**config.mk**
```make
export PLATFORM = sky130hd
export DESIGN_NAME = ctlc_track_leaf
export DESIGN_NICKNAME = d
export VERILOG_FILES = /design/src/ctlc_pkg.sv /design/src/ctlc_track_leaf.sv
export VERILOG_INCLUDE_DIRS = /design/src /design/src/src
export SDC_FILE = /design/constraint.sdc
export NUM_CORES = 1
export LEC_CHECK = 0
export ABC_CLOCK_PERIOD_IN_PS = 2700
export BUFFER_PORTS_ARGS = -buffer_cell sky130_fd_sc_hd__buf_4
export CORE_AREA = 2 2 278 280
export DETAILED_ROUTE_END_ITERATION = 16
export DIE_AREA = 0 0 280 282
export GPL_TIMING_DRIVEN = 0
export HOLD_SLACK_MARGIN = 0.12
export PLACE_DENSITY = 0.58
export SETUP_SLACK_MARGIN = 0.1
export SLEW_MARGIN = 10
export SYNTH_ARGS = -nofsm -noshare
export SYNTH_HDL_FRONTEND = slang
export SYNTH_SLANG_ARGS = --single-unit
```
**constraint.sdc**
```tcl
create_clock -name sys_clk -period 2.7 [get_ports sys_clk]
set_input_delay 0.27 -clock sys_clk [delete_from_list [all_inputs] [get_ports sys_clk]]
set_output_delay 0.27 -clock sys_clk [all_outputs]
set_load 0.01 [all_outputs]
```
**src/ctlc_defines.svh**
```systemverilog
// Purpose: constants of the thread-safe tracking leaf checker
// Assumes: 32-bit register port, byte offsets
// Notes: exit codes, page type encodings and register offsets are local choices
`ifndef CTLC_DEFINES_SVH
`define CTLC_DEFINES_SVH

// leaf selection
`define CTLC_LEAF_CODE 32'h0000_0011
`define CTLC_FEATURE_BIT 6
// 4 KByte boundary: low 12 address bits
`define CTLC_PAGE_BITS 12
// accumulator return values
`define CTLC_RET_OK 64'h0000_0000_0000_0000
`define CTLC_RET_PAGE_INVALID 64'h0000_0000_0000_0006
`define CTLC_RET_PAGE_CONFLICT 64'h0000_0000_0000_0007
`define CTLC_RET_PRIOR_TRK_INCOMPLETE 64'h0000_0000_0000_0011
`define CTLC_RET_TRK_NOT_NEEDED 64'h0000_0000_0000_001B
// page types in the page cache map entry
`define CTLC_PT_CONTROL_STRUCTURE 8'h00
`define CTLC_PT_THREAD_CONTROL 8'h01
`define CTLC_PT_REGULAR 8'h02
`define CTLC_PT_TRIMMED 8'h04
`define CTLC_FIRST_SHADOW_STACK_PAGE_TYPE 8'h05
`define CTLC_REST_SHADOW_STACK_PAGE_TYPE 8'h06
// virtualization exit
`define CTLC_EXIT_REASON_CONFLICT 16'h003F
`define CTLC_QUAL_RESOURCE_CONFLICT 16'h0001
`define CTLC_QUAL_REFERENCE_CONFLICT 16'h0002
// flag vector positions
`define CTLC_FLAG_CF 0
`define CTLC_FLAG_PF 1
`define CTLC_FLAG_AF 2
`define CTLC_FLAG_ZF 3
`define CTLC_FLAG_SF 4
`define CTLC_FLAG_OF 5
// register offsets
`define CTLC_REG_CTRL 8'h00
`define CTLC_REG_STATUS 8'h04
`define CTLC_REG_ENABLE 8'h08
`define CTLC_REG_CLEAR 8'h0C
// status bits
`define CTLC_ST_SUCCESS 0
`define CTLC_ST_ERROR 1
`define CTLC_ST_GP 2
`define CTLC_ST_PF 3
`define CTLC_ST_EXIT 4
`define CTLC_ST_WIDTH 5
// reset values
`define CTLC_CTRL_RESET 32'h0000_0040
`define CTLC_ENABLE_RESET 5'h00

`endif

```
**src/ctlc_pkg.sv**
```systemverilog
// Purpose: types of the thread-safe tracking leaf checker
// Assumes: nothing
// Notes: state encoding is gray along idle to eval
package ctlc_pkg;

    typedef enum logic [0:0]
    {
        CTLC_IDLE = 1'b0,
        CTLC_EVAL = 1'b1
    } ctlc_state_t;

    typedef enum logic [2:0]
    {
        CTLC_OC_OK = 3'h0,
        CTLC_OC_ERR = 3'h1,
        CTLC_OC_GP = 3'h2,
        CTLC_OC_PF = 3'h3,
        CTLC_OC_EXIT = 3'h4
    } ctlc_outcome_t;

endpackage

```
**src/ctlc_track_leaf.sv**
```systemverilog
// Purpose: thread-safe tracking leaf of the enclave system instruction
// Assumes: lookups arrive with the request, same clock; result two edges later
// Notes: faults and exits leave accumulator and flags untouched
`timescale 1ns/10ps
`include "ctlc_defines.svh"
`default_nettype none

module ctlc_track_leaf
    import ctlc_pkg::*;
#(
    parameter int ADDR_W = 64
)
(
    // clock and reset
    input wire logic sys_clk,
    input wire logic rst,
    // instruction request
    input wire logic req_valid,
    input wire logic [31:0] req_leaf,
    input wire logic [1:0] req_cpl,
    input wire logic req_long_mode,
    input wire logic req_protected,
    input wire logic req_canonical,
    input wire logic req_segment_ok,
    input wire logic req_guest,
    input wire logic req_virt_ctrl,
    input wire logic [ADDR_W-1:0] req_page_ptr,
    // page cache map and structure lookups
    input wire logic map_in_cache,
    input wire logic map_access_fault,
    input wire logic map_valid,
    input wire logic [7:0] map_page_type,
    input wire logic [ADDR_W-1:0] map_owner_ptr,
    input wire logic [ADDR_W-1:0] struct_context,
    input wire logic struct_tracking,
    input wire logic track_busy_other,
    input wire logic page_busy_excl,
    // completion
    output logic done_q,
    output logic leaf_miss_q,
    output logic result_valid_q,
    output logic [63:0] acc_q,
    output logic [5:0] flags_q,
    output logic fault_gp_q,
    output logic fault_pf_q,
    output logic [ADDR_W-1:0] fault_addr_q,
    // virtualization exit
    output logic vm_exit_q,
    output logic [15:0] exit_reason_q,
    output logic [15:0] exit_qual_q,
    output logic [15:0] exit_error_q,
    output logic [ADDR_W-1:0] exit_gpa_q,
    output logic [ADDR_W-1:0] exit_gla_q,
    // tracking facility
    output logic track_claim_q,
    output logic track_start_q,
    output logic [ADDR_W-1:0] struct_addr_q,
    // register port
    input wire logic [7:0] reg_addr,
    input wire logic [31:0] reg_wdata,
    input wire logic reg_wr,
    input wire logic reg_rd,
    output logic [31:0] reg_rdata_q,
    // interrupt
    output logic irq_q
);

    // refuse address widths the page offset and result ports cannot serve
    if (ADDR_W < `CTLC_PAGE_BITS + 1 || ADDR_W > 64)
    begin : g_bad_addr_w
        $error("ADDR_W out of range");
    end

    function automatic logic ctlc_aligned(input logic [ADDR_W-1:0] a);
        ctlc_aligned = (a[`CTLC_PAGE_BITS-1:0] == '0);
    endfunction

    ctlc_state_t state_q;
    logic [31:0] ctrl_q;
    logic [`CTLC_ST_WIDTH-1:0] status_q;
    logic [`CTLC_ST_WIDTH-1:0] enable_q;
    logic [`CTLC_ST_WIDTH-1:0] set_ev;
    logic leaf_sel;
    logic accept;
    // captured request
    logic [1:0] c_cpl;
    logic c_long, c_prot, c_canon, c_seg, c_guest, c_virt;
    logic [ADDR_W-1:0] c_ptr;
    logic c_in_cache, c_afault, c_valid, c_track, c_busy, c_pbusy;
    logic [7:0] c_type;
    logic [ADDR_W-1:0] c_owner;
    logic [ADDR_W-1:0] c_ctx;
    // evaluation
    ctlc_outcome_t oc;
    logic [63:0] oc_code;
    logic oc_zf;
    logic oc_cf;
    logic [15:0] oc_qual;
    logic type_owned;
    logic type_struct;
    logic no_fault;
    logic [ADDR_W-1:0] owner_addr;

    assign leaf_sel = (req_leaf == `CTLC_LEAF_CODE) && ctrl_q[`CTLC_FEATURE_BIT];
    assign accept = req_valid && (state_q == CTLC_IDLE) && leaf_sel;

    assign type_owned = (c_type == `CTLC_PT_REGULAR) || (c_type == `CTLC_PT_THREAD_CONTROL)
        || (c_type == `CTLC_PT_TRIMMED) || (c_type == `CTLC_FIRST_SHADOW_STACK_PAGE_TYPE)
        || (c_type == `CTLC_REST_SHADOW_STACK_PAGE_TYPE);
    assign type_struct = (c_type == `CTLC_PT_CONTROL_STRUCTURE);
    assign owner_addr = type_struct ? c_ptr : c_owner;
    // no fault of any kind before the map checks
    assign no_fault = (c_cpl == 2'h0) && !(c_long && !c_canon) && !(!c_long && c_prot && !c_seg)
        && ctlc_aligned(c_ptr) && c_in_cache && !c_afault;

    // sequencing
    always_ff @(posedge sys_clk)
    begin
        if (rst)
            state_q <= CTLC_IDLE;
        else if (state_q == CTLC_IDLE && accept)
            state_q <= CTLC_EVAL;
        else
            state_q <= CTLC_IDLE;
    end

    // request capture
    always_ff @(posedge sys_clk)
    begin
        if (rst)
        begin
            c_cpl <= 2'h0;
            {c_long, c_prot, c_canon, c_seg, c_guest, c_virt} <= 6'h00;
            {c_in_cache, c_afault, c_valid, c_track, c_busy, c_pbusy} <= 6'h00;
            c_ptr <= '0;
            c_type <= 8'h00;
            c_owner <= '0;
            c_ctx <= '0;
        end
        else if (accept)
        begin
            c_cpl <= req_cpl;
            {c_long, c_prot, c_canon, c_seg} <= {req_long_mode, req_protected,
                req_canonical, req_segment_ok};
            {c_guest, c_virt} <= {req_guest, req_virt_ctrl};
            c_ptr <= req_page_ptr;
            {c_in_cache, c_afault, c_valid} <= {map_in_cache, map_access_fault, map_valid};
            {c_track, c_busy, c_pbusy} <= {struct_tracking, track_busy_other, page_busy_excl};
            c_type <= map_page_type;
            c_owner <= map_owner_ptr;
            c_ctx <= struct_context;
        end
    end

    // checks in priority order
    always_comb
    begin
        oc = CTLC_OC_OK;
        oc_code = `CTLC_RET_OK;
        oc_zf = 1'b0;
        oc_cf = 1'b0;
        oc_qual = 16'h0000;
        if (c_cpl != 2'h0)
            oc = CTLC_OC_GP;
        else if (c_long && !c_canon)
            oc = CTLC_OC_GP;
        else if (!c_long && c_prot && !c_seg)
            oc = CTLC_OC_GP;
        else if (!ctlc_aligned(c_ptr))
            oc = CTLC_OC_GP;
        else if (!c_in_cache || c_afault)
            oc = CTLC_OC_PF;
        else if (!c_valid)
        begin
            oc = CTLC_OC_ERR;
            oc_code = `CTLC_RET_PAGE_INVALID;
            oc_zf = 1'b1;
        end
        else if (!type_owned && !type_struct)
        begin
            oc = CTLC_OC_ERR;
            oc_code = `CTLC_RET_TRK_NOT_NEEDED;
            oc_cf = 1'b1;
        end
        else if (c_busy || c_pbusy)
        begin
            oc = (c_guest && c_virt) ? CTLC_OC_EXIT : CTLC_OC_ERR;
            oc_qual = `CTLC_QUAL_RESOURCE_CONFLICT;
            oc_code = `CTLC_RET_PAGE_CONFLICT;
            oc_zf = 1'b1;
        end
        else if (c_track)
        begin
            oc = (c_guest && c_virt) ? CTLC_OC_EXIT : CTLC_OC_ERR;
            oc_qual = `CTLC_QUAL_REFERENCE_CONFLICT;
            oc_code = `CTLC_RET_PRIOR_TRK_INCOMPLETE;
            oc_zf = 1'b1;
        end
    end

    // completion strobes
    always_ff @(posedge sys_clk)
    begin
        if (rst)
        begin
            done_q <= 1'b0;
            leaf_miss_q <= 1'b0;
            result_valid_q <= 1'b0;
            fault_gp_q <= 1'b0;
            fault_pf_q <= 1'b0;
            vm_exit_q <= 1'b0;
            track_start_q <= 1'b0;
        end
        else
        begin
            done_q <= (state_q == CTLC_EVAL);
            leaf_miss_q <= req_valid && (state_q == CTLC_IDLE) && !leaf_sel;
            result_valid_q <= (state_q == CTLC_EVAL)
                && (oc == CTLC_OC_OK || oc == CTLC_OC_ERR);
            fault_gp_q <= (state_q == CTLC_EVAL) && (oc == CTLC_OC_GP);
            fault_pf_q <= (state_q == CTLC_EVAL) && (oc == CTLC_OC_PF);
            vm_exit_q <= (state_q == CTLC_EVAL) && (oc == CTLC_OC_EXIT);
            track_start_q <= (state_q == CTLC_EVAL) && (oc == CTLC_OC_OK);
        end
    end

    // architectural results, held between completions
    always_ff @(posedge sys_clk)
    begin
        if (rst)
        begin
            acc_q <= 64'h0;
            flags_q <= 6'h00;
        end
        else if (state_q == CTLC_EVAL && (oc == CTLC_OC_OK || oc == CTLC_OC_ERR))
        begin
            acc_q <= oc_code;
            flags_q <= 6'h00;
            flags_q[`CTLC_FLAG_ZF] <= oc_zf;
            flags_q[`CTLC_FLAG_CF] <= oc_cf;
        end
    end

    // fault, exit and structure details
    always_ff @(posedge sys_clk)
    begin
        if (rst)
        begin
            fault_addr_q <= '0;
            exit_reason_q <= 16'h0000;
            exit_qual_q <= 16'h0000;
            exit_error_q <= 16'h0000;
            exit_gpa_q <= '0;
            exit_gla_q <= '0;
            struct_addr_q <= '0;
        end
        else if (state_q == CTLC_EVAL)
        begin
            fault_addr_q <= (oc == CTLC_OC_PF) ? c_ptr : '0;
            struct_addr_q <= owner_addr;
            if (oc == CTLC_OC_EXIT)
            begin
                exit_reason_q <= `CTLC_EXIT_REASON_CONFLICT;
                exit_qual_q <= oc_qual;
                exit_error_q <= 16'h0000;
                exit_gpa_q <= c_ctx;
                exit_gla_q <= '0;
            end
        end
    end

    // exclusive hold on the structure's tracking facility
    always_ff @(posedge sys_clk)
    begin
        if (rst)
            track_claim_q <= 1'b0;
        else
            track_claim_q <= accept;
    end

    // register port and interrupt
    // error return is either flag set on a result
    assign set_ev = {vm_exit_q, fault_pf_q, fault_gp_q,
        result_valid_q && (flags_q[`CTLC_FLAG_ZF] || flags_q[`CTLC_FLAG_CF]),
        track_start_q};

    always_ff @(posedge sys_clk)
    begin
        if (rst)
        begin
            ctrl_q <= `CTLC_CTRL_RESET;
            enable_q <= `CTLC_ENABLE_RESET;
        end
        else if (reg_wr && reg_addr == `CTLC_REG_CTRL)
            ctrl_q <= reg_wdata;
        else if (reg_wr && reg_addr == `CTLC_REG_ENABLE)
            enable_q <= reg_wdata[`CTLC_ST_WIDTH-1:0];
    end

    always_ff @(posedge sys_clk)
    begin
        if (rst)
            status_q <= '0;
        else if (reg_wr && reg_addr == `CTLC_REG_CLEAR)
            status_q <= (status_q & ~reg_wdata[`CTLC_ST_WIDTH-1:0]) | set_ev;
        else
            status_q <= status_q | set_ev;
    end

    always_ff @(posedge sys_clk)
    begin
        if (rst)
            reg_rdata_q <= 32'h0;
        else if (reg_rd && reg_addr == `CTLC_REG_CTRL)
            reg_rdata_q <= ctrl_q;
        else if (reg_rd && reg_addr == `CTLC_REG_STATUS)
            reg_rdata_q <= {{(32-`CTLC_ST_WIDTH){1'b0}}, status_q};
        else if (reg_rd && reg_addr == `CTLC_REG_ENABLE)
            reg_rdata_q <= {{(32-`CTLC_ST_WIDTH){1'b0}}, enable_q};
        else
            reg_rdata_q <= 32'h0;
    end

    always_ff @(posedge sys_clk)
    begin
        if (rst)
            irq_q <= 1'b0;
        else
            irq_q <= |(status_q & enable_q);
    end

    // checks
    property p_leaf_gate;
        @(posedge sys_clk) disable iff (rst)
        req_valid && state_q == CTLC_IDLE && req_leaf != `CTLC_LEAF_CODE
        |=> leaf_miss_q ##1 !done_q;
    endproperty
    a_leaf_gate: assert property (p_leaf_gate) else $error("wrong leaf completed");

    property p_priv;
        @(posedge sys_clk) disable iff (rst)
        accept && req_cpl != 2'h0 |-> ##2 done_q && fault_gp_q && !result_valid_q;
    endproperty
    a_priv: assert property (p_priv) else $error("nonzero privilege not faulted");

    property p_align;
        @(posedge sys_clk) disable iff (rst)
        state_q == CTLC_EVAL && c_cpl == 2'h0 && !(c_long && !c_canon) && !ctlc_aligned(c_ptr)
        |=> fault_gp_q && !fault_pf_q;
    endproperty
    a_align: assert property (p_align) else $error("unaligned pointer not faulted");

    property p_invalid;
        @(posedge sys_clk) disable iff (rst)
        state_q == CTLC_EVAL && no_fault && !c_valid
        |=> result_valid_q && acc_q == `CTLC_RET_PAGE_INVALID && flags_q == 6'h08;
    endproperty
    a_invalid: assert property (p_invalid) else $error("invalid page result wrong");

    property p_not_needed;
        @(posedge sys_clk) disable iff (rst)
        state_q == CTLC_EVAL && no_fault && c_valid && !type_owned && !type_struct
        |=> acc_q == `CTLC_RET_TRK_NOT_NEEDED && flags_q == 6'h01 && !track_start_q;
    endproperty
    a_not_needed: assert property (p_not_needed) else $error("type result wrong");

    property p_conflict_exit;
        @(posedge sys_clk) disable iff (rst)
        state_q == CTLC_EVAL && no_fault && c_valid && (type_owned || type_struct)
        && c_busy && c_guest && c_virt
        |=> vm_exit_q && exit_qual_q == `CTLC_QUAL_RESOURCE_CONFLICT && exit_gla_q == '0
        && exit_gpa_q == $past(c_ctx);
    endproperty
    a_conflict_exit: assert property (p_conflict_exit) else $error("conflict exit wrong");

    property p_conflict_err;
        @(posedge sys_clk) disable iff (rst)
        state_q == CTLC_EVAL && no_fault && c_valid && (type_owned || type_struct)
        && c_busy && !c_guest
        |=> acc_q == `CTLC_RET_PAGE_CONFLICT && flags_q[`CTLC_FLAG_ZF];
    endproperty
    a_conflict_err: assert property (p_conflict_err) else $error("conflict code wrong");

    property p_prior;
        @(posedge sys_clk) disable iff (rst)
        state_q == CTLC_EVAL && no_fault && c_valid && (type_owned || type_struct)
        && !c_busy && !c_pbusy && c_track && !c_guest
        |=> acc_q == `CTLC_RET_PRIOR_TRK_INCOMPLETE && flags_q == 6'h08;
    endproperty
    a_prior: assert property (p_prior) else $error("prior tracking result wrong");

    property p_success;
        @(posedge sys_clk) disable iff (rst)
        track_start_q |-> result_valid_q && acc_q == `CTLC_RET_OK && flags_q == 6'h00;
    endproperty
    a_success: assert property (p_success) else $error("success result wrong");

    property p_misc_clear;
        @(posedge sys_clk) disable iff (rst)
        result_valid_q |-> !flags_q[`CTLC_FLAG_PF] && !flags_q[`CTLC_FLAG_AF]
        && !flags_q[`CTLC_FLAG_OF] && !flags_q[`CTLC_FLAG_SF];
    endproperty
    a_misc_clear: assert property (p_misc_clear) else $error("misc flags not clear");

    property p_hold;
        @(posedge sys_clk) disable iff (rst)
        done_q && !result_valid_q |-> $stable(acc_q) && $stable(flags_q);
    endproperty
    a_hold: assert property (p_hold) else $error("results changed on fault");

    property p_owner;
        @(posedge sys_clk) disable iff (rst)
        state_q == CTLC_EVAL && type_struct |=> struct_addr_q == $past(c_ptr);
    endproperty
    a_owner: assert property (p_owner) else $error("owner address wrong");

endmodule

`default_nettype wire

```
==> impl_metrics.yaml <==
placed_design:
  post-dp-hpwl_um: 56400
  place_ws_ns: -0.798
  buffer_ports.inserted: 538
  gp_routability_congestion: 0.817
  cell_count_post_placement: 3803
status:
  outcome: "complete, no violations"
clocking:
  clk_path_buf_depth: 3
  tritoncts_buffer_count: 56
  h-tree-depth: 2
  tritoncts_clock_tree: "yes"
  cts_root_buf: "sky130_fd_sc_hd__clkbuf_16"
  clk_latency_ns: 0.61
  worst_setup_hold_path_clk_slew_ns: 0.06
  cts_sinks: 499
synth:
  sequential_element_share_of_the_synthesized_area_pct: 50.0
  synth_top_area_share_pct: 50.0
  ys_async_sr_fraction_pct: 0
  ys.flop_type: "sky130_fd_sc_hd__dfxtp_1"
  synth.largest_area_cell: "sky130_fd_sc_hd__dfxtp_1"
  synth_edf_count: 0
  synthesis.area_mm2: 0.0200
  yosysWarnings: 0
  synth.top_cells.by_count: "sky130_fd_sc_hd__nand2_1, sky130_fd_sc_hd__dfxtp_1, sky130_fd_sc_hd__mux2i_1"
  syn_avg_cell_area_um2: 9.43
  synth.top_cells.by_area: "sky130_fd_sc_hd__dfxtp_1, sky130_fd_sc_hd__mux2i_1, sky130_fd_sc_hd__nand2_1"
  synth.most_common_cell: "sky130_fd_sc_hd__nand2_1"
  yosys_register_bits: 499
  synth.lib_cells_used.distinct: 44
  synthesis.instances: 2119
run:
  drv_cap: 0
layout:
  count_of_fill_cells_added_during_filler_insertion: 7530
  finalNetCount: 3437
  synthToLayoutAreaGrowth_pct: 53.3
  seqCellArea_mm2: 0.00999
  multiInputGateArea_mm2: 0.00869
  layout-drive-gt1-share_pct: 27.1
  finalNonFillerCells: 4174
sta:
  grt_setup_unrepaired: "yes"
  fin_skew_ns: 0.0334
  report.final.slew_viol_count: 0
  timing_hold_violations_final: 0
  post-route-period-util_pct: 92.8
  slew_headroom_pct: 29.3
  timing.final.ws_setup_ns: 0.195
  layout_min_cycle_time_ns: 2.51
  worst-slew-pin-transition_ns: 1.06
  setup_viol: 0
  max_freq_mhz: 399
pwr:
  p_leak_nw: 13.7
  switchingPower_mw: 3.83
  switching_share_pct: 22.7
  power.density_mw_per_mm2: 552
  power_frac_seq_pct: 43.5
  intPower_mw: 13.1
  clock_power_share_pct: 48.5
  ir_drop_mv: 0.419
  combinationalPowerShare_pct: 7.9
critical_path:
  worstSetupPathType: "input port to flip-flop"
  crit_path_end_kind: "flip-flop"
  critical-path-top-cell-by-count: "sky130_fd_sc_hd__dlygate4sd3_1"
  timing.rr.end: "exit_qual_q[0]"
  reg2reg_setup_slack_ns: 0.27
  critical_path.max_stage_delay_ns: 0.69
  reg2reg_from: "c_ptr[1]"
  critPathSlowestCell: "sky130_fd_sc_hd__dlygate4sd3_1"
  critPathArrivalTime_ns: 2.98
  crit_path_max_fanout: 5
  critical_path_cell_by_cell: "dlygate4sd3_1 > buf_4 > nor2_2 > dlygate4sd3_1 > nand4_1 > dlygate4sd3_1 > a2111oi_1"
  worst-r2r-cell-count: 7
  start_kind: "input port"
  critPathRequiredTime_ns: 3.17
grt:
  total_grt_usage_pct: 17.9
  wire_length_of_the_first_global_routing_pass_um: 107000
  vias_in_the_first_global_route: 17041
  grt_start_max_net_pins: 15
  leftover_overflow_at_the_end_of_global_routing: 0
  grt_antenna_before_repair: 16
detailed_routing:
  via_count: 17571
  postRouteWirelength_um: 74400
  detail-route-antenna-nets: 0
  drc_errors: 0
  detailedRoute.firstIterationViolations: 660
  drt_pass1_iterations: 5
  routed_wire_length_per_instance_um: 17.8
  detail_route.vias_per_cell: 4.21
floorplanning:
  core.rowCount: 101
  die-area_mm2: 0.0790
  die-width_um: 280
  num_io_pins: 706
  die_h_um: 282
  initial_core_utilization_pct: 26.4
  core-area_mm2: 0.0757
min_path:
  destination_of_the_worst_hold_path: "ctrl_q[31]"
  type_of_the_worst_min_delay_path: "input port to flip-flop"
  min-delay-start: "reg_wr"
  hold_depth: 4
## stage by stage
stage	util [%]	instance area (µm²)	TNS, ns	power (mW)	hold WS, ns
after floorplan	-	20600	0	8.03	0.394
after global placement	34.2	25900	-200.59	8.54	0.433
after global routing	40.4	30600	0	17.6	0.223
after detailed placement	34.2	25900	-140.92	8.54	0.438
final	40.5	30600	0	16.9	0.201
after CTS	40.3	30500	0	17.2	0.135
## flip-flops by register name, indices dropped and copies added, names as in the netlist, 4 cells and up
signal and flops:
status_q 5, fault_addr_q 64, ctrl_q 32, reg_rdata_q 32, acc_q 4, enable_q 5, struct_addr_q 64, c_ctx 64
c_type 8, c_owner 64, exit_gpa_q 64, c_ptr 64
## routing by layer
metal,up-vias,track usage [%],wire length (µm)
met1,8167,22.7,32300
met3,121,3.71,3900
li1,8821,-,-
met2,440,30.6,36300
met5,-,0,152
met4,22,4.99,1790
## cell families after synthesis
| kind of cell | after synthesis | share of synthesized area [%] |
|---|---|---|
| mux | 354 | 17.8 |
| simple gates | 761 | 15.8 |
| flops | 499 | 50.0 |
| compound gates | 177 | 6.52 |
| other cells | 1 | 0.0188 |
| buf+inv | 327 | 9.83 |
## cells in the final DEF, fill, tap and decap left out, types with 4 or more instances in the layout
| cell | netlist | final |
|---|---|---|
| sky130_fd_sc_hd__a211oi_1 | 65 | 65 |
| sky130_fd_sc_hd__a21oi_1 | 40 | 40 |
| sky130_fd_sc_hd__a22o_1 | 52 | 52 |
| sky130_fd_sc_hd__and2_1 | 39 | 39 |
| sky130_fd_sc_hd__buf_2 | 27 | 11 |
| sky130_fd_sc_hd__buf_4 | 179 | 730 |
| sky130_fd_sc_hd__buf_6 | 4 | 7 |
| sky130_fd_sc_hd__bufinv_16 | 0 | 7 |
| sky130_fd_sc_hd__clkbuf_1 | 106 | 112 |
| sky130_fd_sc_hd__clkbuf_16 | 0 | 58 |
| sky130_fd_sc_hd__clkbuf_4 | 0 | 6 |
| sky130_fd_sc_hd__clkbuf_8 | 0 | 14 |
| sky130_fd_sc_hd__clkinv_2 | 0 | 6 |
| sky130_fd_sc_hd__conb_1 | 1 | 167 |
| sky130_fd_sc_hd__dfxtp_1 | 499 | 499 |
| sky130_fd_sc_hd__diode_2 | 0 | 6 |
| sky130_fd_sc_hd__dlygate4sd3_1 | 0 | 258 |
| sky130_fd_sc_hd__inv_1 | 9 | 9 |
| sky130_fd_sc_hd__inv_6 | 0 | 4 |
| sky130_fd_sc_hd__mux2i_1 | 349 | 349 |
| sky130_fd_sc_hd__nand2_1 | 577 | 577 |
| sky130_fd_sc_hd__nand2b_1 | 8 | 8 |
| sky130_fd_sc_hd__nand4_1 | 7 | 7 |
| sky130_fd_sc_hd__nor2_1 | 78 | 76 |
| sky130_fd_sc_hd__nor2b_1 | 11 | 11 |
| sky130_fd_sc_hd__nor3_1 | 6 | 6 |
| sky130_fd_sc_hd__nor4_1 | 10 | 9 |
| sky130_fd_sc_hd__o21ai_0 | 6 | 6 |
| sky130_fd_sc_hd__or3_1 | 6 | 6 |
## critical path, delay by kind of cell
family | cells | cell delay [ns]
compound gates | 1 | 0.38
buf+inv | 4 | 1.98
simple gates | 2 | 0.36
## what timing repair did
action / CTS / global route
pin swaps: 3 / 1
hold buffers: 258 / 0
setup endpoints to repair: 323 / 178
setup buffers: 3 / 2
hold endpoints to repair: 264 / 0
gates resized for setup: 14 / 17
## power by group through the flow
| stage | sequential (mW) | clock, mW | combinational, mW |
|---|---|---|---|
| 5_1_grt | 7.36 | 8.76 | 1.45 |
| 2_1_floorplan | 7.53 | 0 | 0.504 |
| 6_report | 7.36 | 8.21 | 1.34 |
| 3_5_place_dp | 7.53 | 0 | 1.02 |
| 3_3_place_gp | 7.53 | 0 | 1.01 |
| 4_1_cts | 7.36 | 8.46 | 1.34 |
## layout make-up
class / instances / area share [%]
flip-flops and latches: 499 / 32.6
multi-input cells: 1459 / 28.4
repair buffers: 803 / 21.9
plain buffers: 318 / 6.48
clock buffers: 81 / 5.48
well taps: 978 / 4.00
clock inverters: 21 / 1.03
inverters: 9 / 0.110
diodes: 6 / 0.0490
## worst max-delay path by stage
stage	from	end	slack [ns]	cells past startpoint
2_1_floorplan	c_type[1]	exit_qual_q[0]	0.69	6
5_1_grt	reg_addr[1]	reg_rdata_q[2]	0.09	7
4_1_cts	c_type[7]	exit_qual_q[1]	0.11	6
3_3_place_gp	state_q	fault_addr_q[24]	-1.13	5
3_5_place_dp	req_leaf[1]	c_ptr[57]	-0.80	8
6_report	reg_addr[1]	reg_rdata_q[2]	0.19	7
Note: power is estimated with default switching activity, not from simulation.
